### config.mk
export PLATFORM = sky130hd
export DESIGN_NAME = epm_monitor
export DESIGN_NICKNAME = d
export VERILOG_FILES = /design/src/epm_pkg.sv /design/src/epm_evt_counter.sv /design/src/epm_monitor.sv
export SDC_FILE = /design/constraint.sdc
export NUM_CORES = 1
export LEC_CHECK = 0
export BUFFER_PORTS_ARGS = -buffer_cell sky130_fd_sc_hd__buf_2
export CAP_MARGIN = 10
export CELL_PAD_IN_SITES_DETAIL_PLACEMENT = 2
export CELL_PAD_IN_SITES_GLOBAL_PLACEMENT = 2
export CORE_ASPECT_RATIO = 0.75
export CORE_UTILIZATION = 34
export CTS_CLUSTER_DIAMETER = 40
export CTS_CLUSTER_SIZE = 14
export DETAILED_ROUTE_END_ITERATION = 8
export HOLD_SLACK_MARGIN = 0.1
export PLACE_DENSITY = 0.78
export REMOVE_ABC_BUFFERS = 1
export SETUP_SLACK_MARGIN = 0.1
export SLEW_MARGIN = 20
export SYNTH_ARGS = -nofsm -noshare
export SYNTH_HDL_FRONTEND = slang
export SYNTH_SLANG_ARGS = --single-unit
### constraint.sdc
create_clock -name sys_clk -period 1.96 [get_ports sys_clk]
set_input_delay 0.392 -clock sys_clk [delete_from_list [all_inputs] [get_ports sys_clk]]
set_output_delay 0.392 -clock sys_clk [all_outputs]
set_load 0.03 [all_outputs]
### src/epm_pkg.sv
// Purpose: Shared constants for the receive performance monitor counters
// Assumes: 100 MHz system clock, 5-bit host address within the status page
// Notes: Operation summary below, one line per behaviour
// Operation
// Window counter steps once per received CRC submultiframe
// Host write to pattern error counter clears the window counter
// Status word holds category code of the most recent interrupt
// Ten-bit far-end count: two high bits, then low byte; spare bits zero
// Jitter counter steps when read pointer nears underflow or overflow
// Near a limit, read clock is slowed or sped to avoid slips
// Latch bits 7..4 catch pattern, far-end, jitter, sync-loss overflows
// Latch bits 3..0 catch FAS bit, errored FAS, violation, CRC overflows
// Reading the overflow latch clears it; bits hold until that read
// Sync loss counter steps each frame period without basic alignment
// Sync loss counter clears on entry to loss of basic alignment
// FAS bit error counter accumulates every FAS word bit error
// Window flag: alarm-with-CRC condition lasted 10 ms to 450 ms; read clears
// Persist flag high while alarm-with-CRC condition exceeds 10 ms
// Errored FAS counter steps per FAS word holding any error
// Pattern error counter steps per checker pattern error
// Sixteen-bit line violation counter over two byte registers
// Counters wrap to zero on overflow and keep counting
// Counter reads leave the count unchanged unless clear effect given

package epm_pkg;

  // ==========================================================================
  // Register offsets within the status page
  localparam logic [4:0] EPM_OFS_PATTERN_ERR = 5'h10;
  localparam logic [4:0] EPM_OFS_WINDOW = 5'h11;
  localparam logic [4:0] EPM_OFS_IRQ_CAT = 5'h12;
  localparam logic [4:0] EPM_OFS_FAR_END_HI = 5'h13;
  localparam logic [4:0] EPM_OFS_FAR_END_LO = 5'h14;
  localparam logic [4:0] EPM_OFS_JITTER = 5'h15;
  localparam logic [4:0] EPM_OFS_OVF_LATCH = 5'h16;
  localparam logic [4:0] EPM_OFS_SYNC_LOSS = 5'h17;
  localparam logic [4:0] EPM_OFS_FAS_BIT = 5'h18;
  localparam logic [4:0] EPM_OFS_ALARM_CRC = 5'h19;
  localparam logic [4:0] EPM_OFS_ERR_FAS = 5'h1a;
  localparam logic [4:0] EPM_OFS_VIOL_HI = 5'h1c;
  localparam logic [4:0] EPM_OFS_VIOL_LO = 5'h1d;

  // ==========================================================================
  // Overflow latch bit positions
  localparam int EPM_OVF_PATTERN = 7;
  localparam int EPM_OVF_FAR_END = 6;
  localparam int EPM_OVF_JITTER = 5;
  localparam int EPM_OVF_SYNC_LOSS = 4;
  localparam int EPM_OVF_FAS_BIT = 3;
  localparam int EPM_OVF_ERR_FAS = 2;
  localparam int EPM_OVF_VIOL = 1;
  localparam int EPM_OVF_CRC = 0;

  // Alarm-with-CRC word bit positions
  localparam int EPM_ALARM_WINDOW_BIT = 1;
  localparam int EPM_ALARM_PERSIST_BIT = 0;

  // ==========================================================================
  // Byte counter slots in the generate array
  localparam int EPM_NCNT = 6;
  localparam int EPM_CNT_PATTERN = 0;
  localparam int EPM_CNT_WINDOW = 1;
  localparam int EPM_CNT_JITTER = 2;
  localparam int EPM_CNT_SYNC_LOSS = 3;
  localparam int EPM_CNT_FAS_BIT = 4;
  localparam int EPM_CNT_ERR_FAS = 5;

  // Widths and reset values
  localparam int EPM_BYTE_W = 8;
  localparam int EPM_FAR_END_W = 10;
  localparam int EPM_VIOL_W = 16;
  localparam int EPM_AMT_W = 3;
  localparam int EPM_PERSIST_W = 26;
  localparam logic [7:0] EPM_BYTE_ZERO = 8'h00;
  localparam logic [2:0] EPM_AMT_ONE = 3'h1;

  // ==========================================================================
  // Timing: persistence bounds in ms and derived cycle counts
  localparam int EPM_CLK_HZ = 100_000_000;
  localparam int EPM_PERSIST_MIN_MS = 10;
  localparam int EPM_PERSIST_MAX_MS = 450;
  localparam int EPM_PERSIST_MIN_CYC = EPM_PERSIST_MIN_MS * (EPM_CLK_HZ / 1000);
  localparam int EPM_PERSIST_MAX_CYC = EPM_PERSIST_MAX_MS * (EPM_CLK_HZ / 1000);

endpackage : epm_pkg

### src/epm_evt_counter.sv
// Purpose: Wrapping event counter with overflow pulse
// Assumes: Clear and increment are synchronous, clear takes priority
// Notes: Overflow pulse is combinational in the carrying cycle
`timescale 1ns/1ps
`default_nettype none

module epm_evt_counter
  import epm_pkg::*;
#(
  parameter int W = 8
) (
  input wire logic sys_clk,
  input wire logic srst,
  input wire logic clr,
  input wire logic inc,
  input wire logic [EPM_AMT_W-1:0] amt,
  output logic [W-1:0] count,
  output logic ovf
);

  // ==========================================================================
  // Sum with carry out
  logic [W:0] sum_nxt;
  logic [W-1:0] count_r;

  assign sum_nxt = {1'b0, count_r} + {{(W+1-EPM_AMT_W){1'b0}}, amt};
  assign ovf = inc && !clr && sum_nxt[W];
  assign count = count_r;

  // Carry is dropped so the count wraps and keeps running
  always_ff @(posedge sys_clk) begin
    if (srst) begin
      count_r <= '0;
    end else if (clr) begin
      count_r <= '0;
    end else if (inc) begin
      count_r <= sum_nxt[W-1:0];
    end
  end

endmodule : epm_evt_counter

`default_nettype wire

### src/epm_monitor.sv
// Purpose: Receive performance monitor counters and latched status
// Assumes: Event inputs are one-cycle pulses synchronous to sys_clk
// Notes: Host read and write strobes are one-cycle pulses qualified by cs
`timescale 1ns/1ps
`default_nettype none

module epm_monitor
  import epm_pkg::*;
#(
  parameter int PERSIST_MIN_CYC = EPM_PERSIST_MIN_CYC,
  parameter int PERSIST_MAX_CYC = EPM_PERSIST_MAX_CYC
) (
  input wire logic sys_clk,
  input wire logic srst,
  input wire logic host_cs,
  input wire logic host_rd,
  input wire logic host_wr,
  input wire logic [4:0] host_addr,
  output logic [7:0] host_rdata,
  input wire logic prbs_err_evt,
  input wire logic crc_submf_evt,
  input wire logic irq_vec_load,
  input wire logic [7:0] irq_vec,
  input wire logic febe_evt,
  input wire logic jit_near_under,
  input wire logic jit_near_over,
  output logic read_clk_slow,
  output logic read_clk_fast,
  input wire logic frame_tick,
  input wire logic bfa_lost,
  input wire logic fas_word_evt,
  input wire logic [2:0] fas_err_bits,
  input wire logic bpv_evt,
  input wire logic crc_cnt_ovf,
  input wire logic rx_rai_bit,
  input wire logic rx_e_bit,
  output logic alarm_crc_persist
);

  // ==========================================================================
  // Host access decode
  logic rd_stb;
  logic wr_stb;
  logic rd_latch;
  logic rd_alarm;
  logic wr_pattern;

  assign rd_stb = host_cs && host_rd;
  assign wr_stb = host_cs && host_wr;
  assign rd_latch = rd_stb && (host_addr == EPM_OFS_OVF_LATCH);
  assign rd_alarm = rd_stb && (host_addr == EPM_OFS_ALARM_CRC);
  assign wr_pattern = wr_stb && (host_addr == EPM_OFS_PATTERN_ERR);

  // ==========================================================================
  // Byte counters
  logic [EPM_NCNT-1:0] cnt_clr;
  logic [EPM_NCNT-1:0] cnt_inc;
  logic [EPM_AMT_W-1:0] cnt_amt [EPM_NCNT];
  logic [EPM_BYTE_W-1:0] cnt_val [EPM_NCNT];
  logic [EPM_NCNT-1:0] cnt_ovf;
  logic jit_near;
  logic jit_near_r;
  logic bfa_lost_r;
  logic sync_loss_entry;

  assign jit_near = jit_near_under || jit_near_over;
  assign sync_loss_entry = bfa_lost && !bfa_lost_r;

  // Delayed levels for edge detection
  always_ff @(posedge sys_clk) begin
    if (srst) begin
      jit_near_r <= 1'b0;
      bfa_lost_r <= 1'b0;
    end else begin
      jit_near_r <= jit_near;
      bfa_lost_r <= bfa_lost;
    end
  end

  // Per-counter clear and increment wiring
  always_comb begin
    cnt_clr = '0;
    cnt_inc = '0;
    for (int i = 0; i < EPM_NCNT; i++) begin
      cnt_amt[i] = EPM_AMT_ONE;
    end
    cnt_inc[EPM_CNT_PATTERN] = prbs_err_evt;
    cnt_inc[EPM_CNT_WINDOW] = crc_submf_evt;
    cnt_clr[EPM_CNT_WINDOW] = wr_pattern;
    // Counts once per approach, not every cycle spent near the limit
    cnt_inc[EPM_CNT_JITTER] = jit_near && !jit_near_r;
    // Clear wins when a frame tick lands on the loss-entry cycle
    cnt_inc[EPM_CNT_SYNC_LOSS] = frame_tick && bfa_lost;
    cnt_clr[EPM_CNT_SYNC_LOSS] = sync_loss_entry;
    cnt_inc[EPM_CNT_FAS_BIT] = fas_word_evt;
    cnt_amt[EPM_CNT_FAS_BIT] = fas_err_bits;
    cnt_inc[EPM_CNT_ERR_FAS] = fas_word_evt && (fas_err_bits != '0);
  end

  genvar g;
  generate
    for (g = 0; g < EPM_NCNT; g++) begin : g_cnt
      epm_evt_counter #(.W(EPM_BYTE_W)) u_cnt (
        .sys_clk(sys_clk),
        .srst(srst),
        .clr(cnt_clr[g]),
        .inc(cnt_inc[g]),
        .amt(cnt_amt[g]),
        .count(cnt_val[g]),
        .ovf(cnt_ovf[g])
      );
    end
  endgenerate

  // ==========================================================================
  // Wide counters: far-end errors and line violations
  logic [EPM_FAR_END_W-1:0] far_end_cnt;
  logic far_end_ovf;
  logic [EPM_VIOL_W-1:0] viol_cnt;
  logic viol_ovf;

  epm_evt_counter #(.W(EPM_FAR_END_W)) u_far_end (
    .sys_clk(sys_clk),
    .srst(srst),
    .clr(1'b0),
    .inc(febe_evt),
    .amt(EPM_AMT_ONE),
    .count(far_end_cnt),
    .ovf(far_end_ovf)
  );

  epm_evt_counter #(.W(EPM_VIOL_W)) u_viol (
    .sys_clk(sys_clk),
    .srst(srst),
    .clr(1'b0),
    .inc(bpv_evt),
    .amt(EPM_AMT_ONE),
    .count(viol_cnt),
    .ovf(viol_ovf)
  );

  // ==========================================================================
  // Overflow latch, set beats the clear-on-read
  logic [7:0] ovf_set;
  logic [7:0] ovf_latch_r;

  always_comb begin
    ovf_set = EPM_BYTE_ZERO;
    ovf_set[EPM_OVF_PATTERN] = cnt_ovf[EPM_CNT_PATTERN];
    ovf_set[EPM_OVF_FAR_END] = far_end_ovf;
    ovf_set[EPM_OVF_JITTER] = cnt_ovf[EPM_CNT_JITTER];
    ovf_set[EPM_OVF_SYNC_LOSS] = cnt_ovf[EPM_CNT_SYNC_LOSS];
    ovf_set[EPM_OVF_FAS_BIT] = cnt_ovf[EPM_CNT_FAS_BIT];
    ovf_set[EPM_OVF_ERR_FAS] = cnt_ovf[EPM_CNT_ERR_FAS];
    ovf_set[EPM_OVF_VIOL] = viol_ovf;
    ovf_set[EPM_OVF_CRC] = crc_cnt_ovf;
  end

  always_ff @(posedge sys_clk) begin
    if (srst) begin
      ovf_latch_r <= EPM_BYTE_ZERO;
    end else if (rd_latch) begin
      ovf_latch_r <= ovf_set;
    end else begin
      ovf_latch_r <= ovf_latch_r | ovf_set;
    end
  end

  // ==========================================================================
  // Last interrupt category
  logic [7:0] irq_cat_r;

  always_ff @(posedge sys_clk) begin
    if (srst) begin
      irq_cat_r <= EPM_BYTE_ZERO;
    end else if (irq_vec_load) begin
      irq_cat_r <= irq_vec;
    end
  end

  // ==========================================================================
  // Jitter buffer read clock steering
  always_ff @(posedge sys_clk) begin
    if (srst) begin
      read_clk_slow <= 1'b0;
      read_clk_fast <= 1'b0;
    end else begin
      // Near underflow: read slower; near overflow: read faster
      read_clk_slow <= jit_near_under;
      read_clk_fast <= jit_near_over;
    end
  end

  // ==========================================================================
  // Alarm with continuous CRC error persistence
  logic alarm_cond;
  logic alarm_cond_r;
  logic [EPM_PERSIST_W-1:0] persist_cnt_r;
  logic [EPM_PERSIST_W-1:0] persist_min;
  logic [EPM_PERSIST_W-1:0] persist_max;
  logic window_hit;
  logic alarm_window_r;

  assign alarm_cond = rx_rai_bit && !rx_e_bit;
  assign persist_min = PERSIST_MIN_CYC[EPM_PERSIST_W-1:0];
  assign persist_max = PERSIST_MAX_CYC[EPM_PERSIST_W-1:0];
  // Duration is judged when the condition ends
  assign window_hit = alarm_cond_r && !alarm_cond &&
                      (persist_cnt_r > persist_min) && (persist_cnt_r < persist_max);

  // Saturates just past the upper bound so a long alarm never wraps back in range
  always_ff @(posedge sys_clk) begin
    if (srst) begin
      persist_cnt_r <= '0;
      alarm_cond_r <= 1'b0;
    end else begin
      alarm_cond_r <= alarm_cond;
      if (!alarm_cond) begin
        persist_cnt_r <= '0;
      end else if (persist_cnt_r <= persist_max) begin
        persist_cnt_r <= persist_cnt_r + 1'b1;
      end
    end
  end

  always_ff @(posedge sys_clk) begin
    if (srst) begin
      alarm_crc_persist <= 1'b0;
    end else begin
      alarm_crc_persist <= alarm_cond && (persist_cnt_r >= persist_min);
    end
  end

  // Set wins over a same-cycle read
  always_ff @(posedge sys_clk) begin
    if (srst) begin
      alarm_window_r <= 1'b0;
    end else if (window_hit) begin
      alarm_window_r <= 1'b1;
    end else if (rd_alarm) begin
      alarm_window_r <= 1'b0;
    end
  end

  // ==========================================================================
  // Read data mux, registered; unmapped offsets read zero
  logic [7:0] rdata_nxt;

  always_comb begin
    rdata_nxt = EPM_BYTE_ZERO;
    case (host_addr)
      EPM_OFS_PATTERN_ERR: rdata_nxt = cnt_val[EPM_CNT_PATTERN];
      EPM_OFS_WINDOW: rdata_nxt = cnt_val[EPM_CNT_WINDOW];
      EPM_OFS_IRQ_CAT: rdata_nxt = irq_cat_r;
      EPM_OFS_FAR_END_HI: rdata_nxt = {6'h00, far_end_cnt[9:8]};
      EPM_OFS_FAR_END_LO: rdata_nxt = far_end_cnt[7:0];
      EPM_OFS_JITTER: rdata_nxt = cnt_val[EPM_CNT_JITTER];
      EPM_OFS_OVF_LATCH: rdata_nxt = ovf_latch_r;
      EPM_OFS_SYNC_LOSS: rdata_nxt = cnt_val[EPM_CNT_SYNC_LOSS];
      EPM_OFS_FAS_BIT: rdata_nxt = cnt_val[EPM_CNT_FAS_BIT];
      EPM_OFS_ALARM_CRC: rdata_nxt = {6'h00, alarm_window_r, alarm_crc_persist};
      EPM_OFS_ERR_FAS: rdata_nxt = cnt_val[EPM_CNT_ERR_FAS];
      EPM_OFS_VIOL_HI: rdata_nxt = viol_cnt[15:8];
      EPM_OFS_VIOL_LO: rdata_nxt = viol_cnt[7:0];
      default: rdata_nxt = EPM_BYTE_ZERO;
    endcase
  end

  always_ff @(posedge sys_clk) begin
    if (srst) begin
      host_rdata <= EPM_BYTE_ZERO;
    end else if (rd_stb) begin
      host_rdata <= rdata_nxt;
    end
  end
endmodule : epm_monitor

`default_nettype wire

==> results of run 1 <==
worst reg2reg max path, cell delays in order, from the launching register on:
cell	delay, ns
dfxtp_1	0.41
nand4_1	0.24
nor4_4	0.38
and4_4	0.36
o21bai_4	0.12
buf_12	0.15
buf_6	0.11
or3_4	0.34
a21oi_2	0.17
power groups by stage:
stage                     clock network, mW  registers [mW]  logic (mW)
final                                  3.42            2.79       0.384
after global routing                   3.56            2.79       0.416
after CTS                              3.40            2.79       0.372
after floorplan                           0            2.82       0.167
after global placement                    0            2.84       0.327
after detailed placement                  0            2.85       0.356
layout make-up:
class                   count  area (um^2)  area share, %
inverters                  15         56.3          0.668
clock inverters            15          181           2.15
well taps                 242          303           3.59
flip-flops and latches    131         2650           31.4
clock buffers              17          425           5.04
multi-input cells         539         3720           44.1
repair buffers            149         1100           13.1
flip-flops by register name (all words and copies together) (netlist names), 8 cells and up:
signal and cells:
g_cnt.u_cnt.count 48, host_rdata 8, irq_cat_r 8, ovf_latch_r 8, persist_cnt_r 26, u_far_end.count 10
u_viol.count 16
through the flow:
step                power (mW)  TNS [ns]
floorplan                 2.99     -2.88
global placement          3.17     -5.05
detailed placement        3.21    -10.57
CTS                       6.57     -3.79
global route              6.77     -8.33
finish                    6.59     -7.09
path summary, 6_finish.rpt:
check / from / end / slack [ns] / cells after the start
worst max-delay path: persist_cnt_r[25] / persist_cnt_r[8] / -0.39 / 8
worst min-delay path: irq_vec[5] / irq_cat_r[5] / 0.20 / 3
worst max register to register: persist_cnt_r[25] / persist_cnt_r[8] / -0.39 / 8
worst min register to register: host_rdata[4] / host_rdata[4] / 0.45 / 1
cell families after synthesis:
group / count (synthesis)
DFF: 131
buffers and inverters: 43
and+or+nand+nor: 301
muxes: 21
xor gates and xnor gates: 64
AOI/OAI and AO/OA: 140
adders and majority gates: 13
synthesized netlist by cell type, types with 2 or more instances:
master / number / area (um^2)
dfxtp_1: 131 / 2620
a32oi_1: 4 / 35.0
o211ai_1: 5 / 37.5
clkbuf_1: 19 / 71.3
nand4_1: 28 / 175
nor3_1: 8 / 40.0
nor2b_1: 8 / 50.1
and4_1: 11 / 96.3
a211oi_1: 2 / 15.0
o31ai_1: 10 / 75.1
inv_1: 15 / 56.3
nand3b_1: 3 / 22.5
nor2_1: 115 / 432
ha_1: 12 / 150
nand2_1: 55 / 206
a222oi_1: 7 / 70.1
nor4_1: 6 / 37.5
or2_2: 2 / 12.5
a31oi_1: 2 / 12.5
buf_1: 6 / 22.5
o21a_1: 4 / 30.0
buf_2: 2 / 10.0
nand2b_1: 3 / 18.8
and3_1: 11 / 68.8
nand4bb_1: 2 / 22.5
or3_1: 16 / 100
o21ai_0: 20 / 100
xor2_1: 39 / 342
and2_1: 3 / 18.8
mux2i_1: 21 / 210
or4_1: 9 / 67.6
a21o_1: 8 / 60.1
a21oi_1: 39 / 195
xnor2_1: 25 / 219
a22oi_1: 31 / 233
nand3_1: 14 / 70.1
what timing repair did:
item                                    4_1_cts  5_1_grt
cloned                                        0        0
pin swaps                                    29       25
resized for setup                            53       49
endpoints found under the setup margin       27       34
setup buffers                                18        5
per-layer routing:
metal | part of all wire, % | GRT usage, % | vias to the layer above | wire length (um)
met4 | 2.5 | 11.9 | 0 | 716
met3 | 4.4 | 6.11 | 49 | 1290
met2 | 49 | 52.0 | 220 | 14400
met5 | 0 | 0 | - | 0
met1 | 44 | 38.9 | 3320 | 12700
li1 | - | - | 2844 | -
==> qor.csv, run 1 <==
stage,metric,value,unit
sta,rsz0062_at_grt,yes,
drt,drcViolationCount,0,
yosys,post_synth_and_or_nand_nor_area_fraction,24.4,%
pwr,p_seq_share,42.3,%
final_layout,most-common-layout-cells,"dfxtp_1 (118), nor2_1 (108), buf_4 (85), nand2_1 (55), buf_2 (44)",
floorplan,rows,42,
pwr,p_sw_share,25.9,%
sta,finalMaxSlewViolations,0,
clocking,cts_made_buffers,17,
drt,detail_route.wl_per_cell,26.3,um
drt,drt-vias-per-instance,5.81,
floorplan,ios,45,
yosys,synth-seq-cells,131,
worst_setup_path,cp_cell_sequence,"nand4_1, nor4_4, and4_4, o21bai_4, buf_12, buf_6, or3_4, a21oi_2",
pwr,power_density,782,nW/um^2
worst_setup_path,worst_setup_path_start_kind,register,
yosys,yosys-mux-area-fraction,3.39,%
yosys,synth_top_family_by_area,simple AND/OR/NAND/NOR gates,
worst_setup_path,crit_slowest_cell,dfxtp_1,
pwr,p_clk_share,51.8,%
sta,fin_skew,0.0121,ns
final_layout,final_common_cell,dfxtp_1,
sta,fin_hold_ws,0.200,ns
global_route,grt_pass1_vias,7169,
floorplan,die-area,18800,um^2
global_route,grt-ovfl-total,0,
yosys,synth-adder-area-share,2.74,%
pwr,p_comb_share,5.8,%
clocking,cts_hold_buf,0,
yosys,ys_warn_count,0,
sta,fin_crit,2.35,ns
global_route,grt_use_total,31.0,%
floorplan,start_util,34.9,%
floorplan,die_x,158,um
placed_design,place_area,7260,um^2
floorplan,die_h,119,um
global_route,antenna_found_initial,0,
pwr,internal_power,4.88,mW
sta,setup_viol,26,
final_layout,fin_util,47.5,%
placed_design,portBuffers,44,
global_route,grt_max_degree,79,
placed_design,dp_worst_setup_slack,-0.544,ns
final_layout,area_growth,36.0,%
clocking,clkLatencyLatePin,0.44,ns
floorplan,core,17800,um^2
final_layout,n_antenna_cell,0,
yosys,synthArstFlopShare,0,%
final_layout,nets,900,
yosys,ys_types,53,
placed_design,placedCellCount,1056,
yosys,synth_compound_area_share,15.4,%
run_status,failed_checks,negative setup slack,
clocking,htree_num_levels,4,
pwr,p_sw,1.71,mW
run_status,status,"finished, violations left",
sta,finalCritPeriodShare,120,%
worst_setup_path,worst_path_largest_cell_delay,0.41,ns
clocking,clockBufferDepth,2,
yosys,ys_seq_area_share,42.3,%
sta,worst_slew_pin_slew,0.831,ns
worst_setup_path,cp.required,2.32,ns
drt,final_antenna_net_count,0,
yosys,synth_edf_count,0,
final_layout,final_cell_area,8430,um^2
flow_run,drv_cap,0,
drt,wl,29100,um
final_layout,fin_cells,1108,
final_layout,layout-drive-gt1-share,29.2,%
pwr,power.leakage,3.18,nW
sta,max_freq,425,MHz
final_layout,nFillCells,1923,
pwr,peakVddDrop,0.419,mV
sta,setup_ws,-0.392,ns
placed_design,dpl.hpwl,17400,um
drt,drtPass1Iterations,5,
yosys,ys.flop_type,dfxtp_1,
clocking,cts_tree,built,
drt,drt_first_iter_violations,521,
hold_path,hp-class,primary input to register,
sta,finalHoldViolations,0,
worst_setup_path,cp-end-kind,register,
clocking,clk_pin_slew,0.07,ns
yosys,synth_xor_area_share,9.04,%
worst_setup_path,crit_fanout,5,
clocking,numClockSinks,131,
worst_setup_path,crit_family,simple AND/OR/NAND/NOR gates,
yosys,synth_area,6200,um^2
sta,maxSlewHeadroom,44.6,%
worst_setup_path,path_buf_inv,2,
drt,vias,6433,
worst_setup_path,arrival,2.71,ns
worst_setup_path,crit_type,register to register,
yosys,netlist_instances,713,
clocking,cts_root_buffer,clkbuf_16,
placed_design,place_congestion,0.889,
global_route,grt_pass1_wl,43100,um
yosys,synth_area_per_cell,8.70,um^2
Power figures use the tool's default switching activity.
==> run 2, diff against run 1 <==
--- a/config.mk
+++ b/config.mk
@@ -21,4 +21,5 @@
 export SLEW_MARGIN = 20
 export SYNTH_ARGS = -nofsm -noshare
 export SYNTH_HDL_FRONTEND = slang
+export SYNTH_HIERARCHICAL = 1
 export SYNTH_SLANG_ARGS = --single-unit
==> run 2 against run 1 <==
Net effect: the flow still finishes with violations (negative setup slack); area after synthesis up 16%; clock power is 2% higher; global-route usage is 2.8 points lower; critical path type unchanged; largest cell class unchanged; largest power group unchanged; highest routed layer unchanged.
==> qor.csv, run 2 <==
stage,metric,value,unit
run_status,status,"finished, violations left",
run_status,failed_checks,negative setup slack,
worst_setup_path,r2r_cells,9,
drt,vias,7445,
floorplan,start_util,35.1,%
final_layout,nets,1091,
clocking,cts_made_buffers,17,
floorplan,rows,45,
sta,max_freq,402,MHz
global_route,grt_use_total,28.2,%
clocking,clk_pin_slew,0.07,ns
drt,drcViolationCount,0,
sta,finalCritPeriodShare,127,%
global_route,grt_max_degree,26,
sta,rsz0062_at_grt,yes,
worst_setup_path,reg2reg_to,persist_cnt_r[12],
sta,finalMaxSlewViolations,0,
worst_setup_path,r2r_slack,-0.53,ns
drt,route.met3.wl,1750,um
final_layout,final_common_cell,dfxtp_1,
worst_setup_path,worst_setup_path_start_kind,register,
sta,fin_crit,2.49,ns
final_layout,final_cell_area,9600,um^2
drt,drt-vias-per-instance,5.63,
clocking,clockBufferDepth,2,
worst_setup_path,worst_path_largest_cell_delay,0.53,ns
worst_setup_path,r2r-start,persist_cnt_r[11],
sta,maxSlewHeadroom,50.2,%
clocking,htree_num_levels,4,
floorplan,die_h,128,um
clocking,cts_hold_buf,0,
yosys,synth_area_per_cell,8.49,um^2
sta,finalHoldViolations,0,
worst_setup_path,crit_slowest_cell,or4b_4,
sta,fin_tns_setup,-11.22,ns
clocking,cts_root_buffer,clkbuf_16,
yosys,ys_warn_count,6,
placed_design,place_area,8500,um^2
sta,setup_viol,27,
placed_design,dpl.hpwl,20100,um
floorplan,die-area,21700,um^2
sta,fin_hold_ws,0.184,ns
final_layout,layout-drive-gt1-share,27.3,%
drt,final_antenna_net_count,0,
worst_setup_path,path_buf_inv,3,
final_layout,nFillCells,2216,
placed_design,place_congestion,0.859,
hold_path,min-delay-start,irq_vec[7],
sta,worst_slew_pin_slew,0.744,ns
clocking,clkLatencyLatePin,0.44,ns
worst_setup_path,crit_fanout,7,
global_route,grt-ovfl-total,0,
final_layout,area_growth,33.8,%
worst_setup_path,cp_cell_sequence,"or4b_4, or3_4, or3_4, a21oi_4, buf_12, buf_12, buf_6, o211ai_1, nand2_2",
drt,maxUsedRoutingLayer,met4,
final_layout,most-common-layout-cells,"dfxtp_1 (119), nor2_1 (103), buf_4 (101), nand2_1 (48), buf_2 (44)",
hold_path,hold_path_depth,3,
placed_design,portBuffers,44,
yosys,netlist_instances,845,
pwr,peakVddDrop,0.588,mV
worst_setup_path,crit_type,register to register,
drt,met1_length,14300,um
floorplan,core,20400,um^2
worst_setup_path,cp.required,2.35,ns
yosys,synth_area,7170,um^2
drt,wl,32100,um
worst_setup_path,cp-end-kind,register,
floorplan,ios,45,
worst_setup_path,crit_family,simple AND/OR/NAND/NOR gates,
pwr,power.leakage,3.61,nW
hold_path,hp-class,primary input to register,
drt,met2_length,15200,um
clocking,cts_tree,built,
global_route,antenna_found_initial,3,
drt,drtPass1Iterations,5,
final_layout,largest_reg_flops,48,
flow_run,drv_cap,0,
floorplan,die_x,170,um
hold_path,hold_path_end,irq_cat_r[7],
drt,detail_route.wl_per_cell,24.3,um
worst_setup_path,arrival,2.88,ns
pwr,power_density,714,nW/um^2
global_route,grt_pass1_vias,8024,
drt,drt_first_iter_violations,541,
sta,setup_ws,-0.529,ns
global_route,grt_pass1_wl,46000,um
clocking,numClockSinks,131,
sta,fin_skew,0.0133,ns
[run 2: worst max-delay path by stage]
stage	endpoint	start	slack, ns	cells past startpoint
global placement	persist_cnt_r[11]	persist_cnt_r[11]	-0.50	7
detailed placement	persist_cnt_r[6]	persist_cnt_r[11]	-0.61	8
floorplan	persist_cnt_r[1]	persist_cnt_r[11]	-0.55	6
finish	persist_cnt_r[12]	persist_cnt_r[11]	-0.53	9
CTS	persist_cnt_r[13]	persist_cnt_r[11]	-0.47	8
global route	persist_cnt_r[12]	persist_cnt_r[11]	-0.58	9
[run 2: layer usage]
| layer | vias up | global-route usage, % |
|---|---|---|
| met4 | 0 | 11.4 |
| met1 | 3781 | 36.5 |
| li1 | 3367 | - |
| met3 | 59 | 5.93 |
| met2 | 238 | 45.6 |
| met5 | - | 0 |
[run 2: final cells by class]
cell class              instances  area [um^2]  share of cell area [%]
inverters                      41          154                    1.60
diodes                          4         10.0                   0.104
well taps                     282          353                    3.68
clock inverters                14          188                    1.96
repair buffers                155         1150                    12.0
flip-flops and latches        131         2640                    27.5
multi-input cells             677         4670                    48.7
clock buffers                  18          429                    4.47
[run 2: per-stage QoR]
stage	total power [mW]	cells	setup slack [ns]	util (%)
after floorplan	3.08	849	-0.548	-
after global placement	3.32	1271	-0.495	41.6
after detailed placement	3.35	1271	-0.606	41.6
after CTS	6.81	1316	-0.471	46.0
after global routing	7.07	1322	-0.576	47.0
final	6.86	1322	-0.529	47.0
[run 2: timing repair]
item                       4_1_cts  5_1_grt
gates cloned                     1        0
setup endpoints to repair       34       59
resized for setup               44       53
buffers inserted                13        3
pin swaps                       18       17
[run 2: tightest hold or removal path, delay by kind of cell]
kind | cells | cell delay, ns
muxes | 1 | 0.05
and+or+nand+nor | 1 | 0.07
buffers and inverters | 1 | 0.07
[run 2: power by group]
group | internal, mW | switching [mW]
Clock | 2.12 | 1.35
Combinational | 0.246 | 0.377
Sequential | 2.71 | 0.0479
==> run 3, diff against run 2 <==
--- a/config.mk
+++ b/config.mk
@@ -15,7 +15,7 @@
 export CTS_CLUSTER_SIZE = 14
 export DETAILED_ROUTE_END_ITERATION = 8
 export HOLD_SLACK_MARGIN = 0.1
-export PLACE_DENSITY = 0.78
+export PLACE_DENSITY_LB_ADDON = 0.15
 export REMOVE_ABC_BUFFERS = 1
 export SETUP_SLACK_MARGIN = 0.1
 export SLEW_MARGIN = 20
==> run 3 against run 2 <==
Net effect: the run still ends with negative setup slack left; non-clock buffer count down 4; fmax is 0.54% higher; wire length fell by 9.3%; sequential power is essentially flat; clock power decreased by 4%; cell count fell by 0.45%; sequential share of layout area is 0.55 points higher; critical path depth shrank 2; largest cell class unchanged.
==> qor.csv, run 3 (synthesis gave the netlist of run 2 again) <==
stage,metric,value,unit
global_route,grt-ovfl-total,0,
sta,rsz0062_at_grt,yes,
flow_run,drv_cap,0,
pwr,p_sw_share,25.0,%
sta,max_freq,404,MHz
drt,drt_first_iter_violations,404,
placed_design,place_area,8440,um^2
worst_setup_path,cp-end-kind,register,
final_layout,most-common-layout-cells,"dfxtp_1 (123), nor2_1 (102), buf_4 (100), nand2_1 (49), a21oi_1 (46)",
pwr,p_comb_share,8.7,%
clocking,cts_made_buffers,17,
final_layout,nets,1087,
global_route,grt_pass1_vias,7947,
clocking,clk_pin_slew,0.06,ns
run_status,status,"finished, violations left",
clocking,clkLatencyLatePin,0.43,ns
sta,finalCritPeriodShare,126,%
clocking,cts_tree,built,
sta,finalMaxSlewViolations,0,
global_route,antenna_found_initial,2,
final_layout,area_growth,31.1,%
drt,vias,7168,
placed_design,placedCellCount,1270,
sta,finalHoldViolations,0,
final_layout,final_cell_area,9400,um^2
worst_setup_path,r2r_slack,-0.52,ns
worst_setup_path,crit_fanout,5,
hold_path,min-delay-start,irq_vec[2],
clocking,numClockSinks,131,
pwr,internal_power,5.00,mW
final_layout,fin_util,46.0,%
floorplan,die_x,170,um
floorplan,rows,45,
final_layout,nFillCells,2285,
hold_path,hold_path_depth,3,
floorplan,die-area,21700,um^2
floorplan,ios,45,
global_route,grt_use_total,27.7,%
worst_setup_path,crit_type,register to register,
floorplan,die_h,128,um
floorplan,start_util,35.1,%
drt,final_antenna_net_count,0,
worst_setup_path,critPathLaunch,persist_cnt_r[11],
clocking,clockBufferDepth,2,
global_route,grt_max_degree,19,
floorplan,core,20400,um^2
run_status,failed_checks,negative setup slack,
drt,detail_route.wl_per_cell,22.1,um
pwr,power_density,709,nW/um^2
sta,setup_viol,27,
pwr,p_clk_share,49.9,%
drt,drtPass1Iterations,5,
drt,drcViolationCount,0,
drt,wl,29100,um
sta,fin_tns_setup,-12.09,ns
pwr,p_seq_share,41.3,%
sta,setup_ws,-0.515,ns
final_layout,final_common_cell,dfxtp_1,
pwr,p_sw,1.67,mW
clocking,cts_hold_buf,0,
placed_design,place_congestion,0.873,
sta,maxSlewHeadroom,60.1,%
worst_setup_path,arrival,2.83,ns
worst_setup_path,r2r_cells,7,
sta,fin_skew,0.00751,ns
pwr,peakVddDrop,0.471,mV
placed_design,dpl.hpwl,20900,um
pwr,power.leakage,3.54,nW
final_layout,largest_reg_flops,48,
clocking,htree_num_levels,4,
sta,fin_crit,2.48,ns
clocking,cts_root_buffer,clkbuf_16,
global_route,grt_pass1_wl,45600,um
placed_design,portBuffers,44,
drt,drt-vias-per-instance,5.45,
worst_setup_path,worst_setup_path_start_kind,register,
worst_setup_path,r2r-start,persist_cnt_r[11],
worst_setup_path,cp.required,2.32,ns
sta,worst_slew_pin_slew,0.593,ns
hold_path,hp-class,primary input to register,
final_layout,layout-drive-gt1-share,25.2,%
final_layout,fin_cells,1316,
-- run 3: changes by cell type in the layout (fill, tap and decap cells not counted), moves of 3 or more --
| cell | previous run | this run |
|---|---|---|
| dfxtp_1 | 119 | 123 |
| dfxtp_2 | 12 | 7 |
| o21ai_1 | 6 | 12 |
| a21oi_1 | 43 | 46 |
| clkinv_4 | 4 | 1 |
| a21oi_2 | 10 | 6 |
| buf_12 | 5 | 1 |
| o21ai_0 | 23 | 19 |
| buf_6 | 3 | 6 |
-- run 3: power by group through the flow --
stage / combinational [mW] / clock [mW] / sequential (mW)
6_report: 0.583 / 3.33 / 2.76
2_1_floorplan: 0.283 / 0 / 2.80
3_3_place_gp: 0.494 / 0 / 2.81
4_1_cts: 0.549 / 3.37 / 2.76
3_5_place_dp: 0.531 / 0 / 2.81
5_1_grt: 0.636 / 3.50 / 2.76
-- run 3: repair_timing --
item	in CTS	in global routing
setup buffers	8	4
resized for setup	46	34
cloned	0	0
endpoints found under the setup margin	41	47
pin swaps	12	14
-- run 3: routing by layer --
layer / GRT usage [%] / part of all wire [%] / vias up
met5: 0 / 0 / -
met4: 7.58 / 1.3 / 0
met3: 3.98 / 3.0 / 26
met2: 49.6 / 50 / 118
met1: 34.6 / 46 / 3676
li1: - / - / 3348
-- run 3: final timing paths --
path | end
min reg2reg | host_rdata[0]
max | persist_cnt_r[20]
min | irq_cat_r[2]
max reg2reg | persist_cnt_r[20]
-- run 3: cell type report --
class                   instances  area, um^2  area share, %
clock inverters                10         131           1.40
inverters                      41         154           1.64
clock buffers                  22         464           4.94
flip-flops and latches        131        2640           28.0
repair buffers                151        1060           11.3
multi-input cells             677        4600           48.9
well taps                     282         353           3.75
diodes                          2        5.00         0.0532
-- run 3: worst max-delay path, cell delays in order (launching register included) --
cell,delay [ns]
dfxtp_1,0.31
or4b_1,0.52
or3_4,0.36
nor4_4,0.30
a21oi_4,0.08
buf_6,0.15
or4_4,0.52
a21oi_4,0.16
-- run 3: metrics by stage --
step                power (mW)  setup slack (ns)  hold WS [ns]
CTS                       6.68            -0.507         0.194
floorplan                 3.08            -0.548         0.443
detailed placement        3.34            -0.653         0.455
global placement          3.30            -0.484         0.448
finish                    6.67            -0.515         0.205
global route              6.89            -0.591         0.222
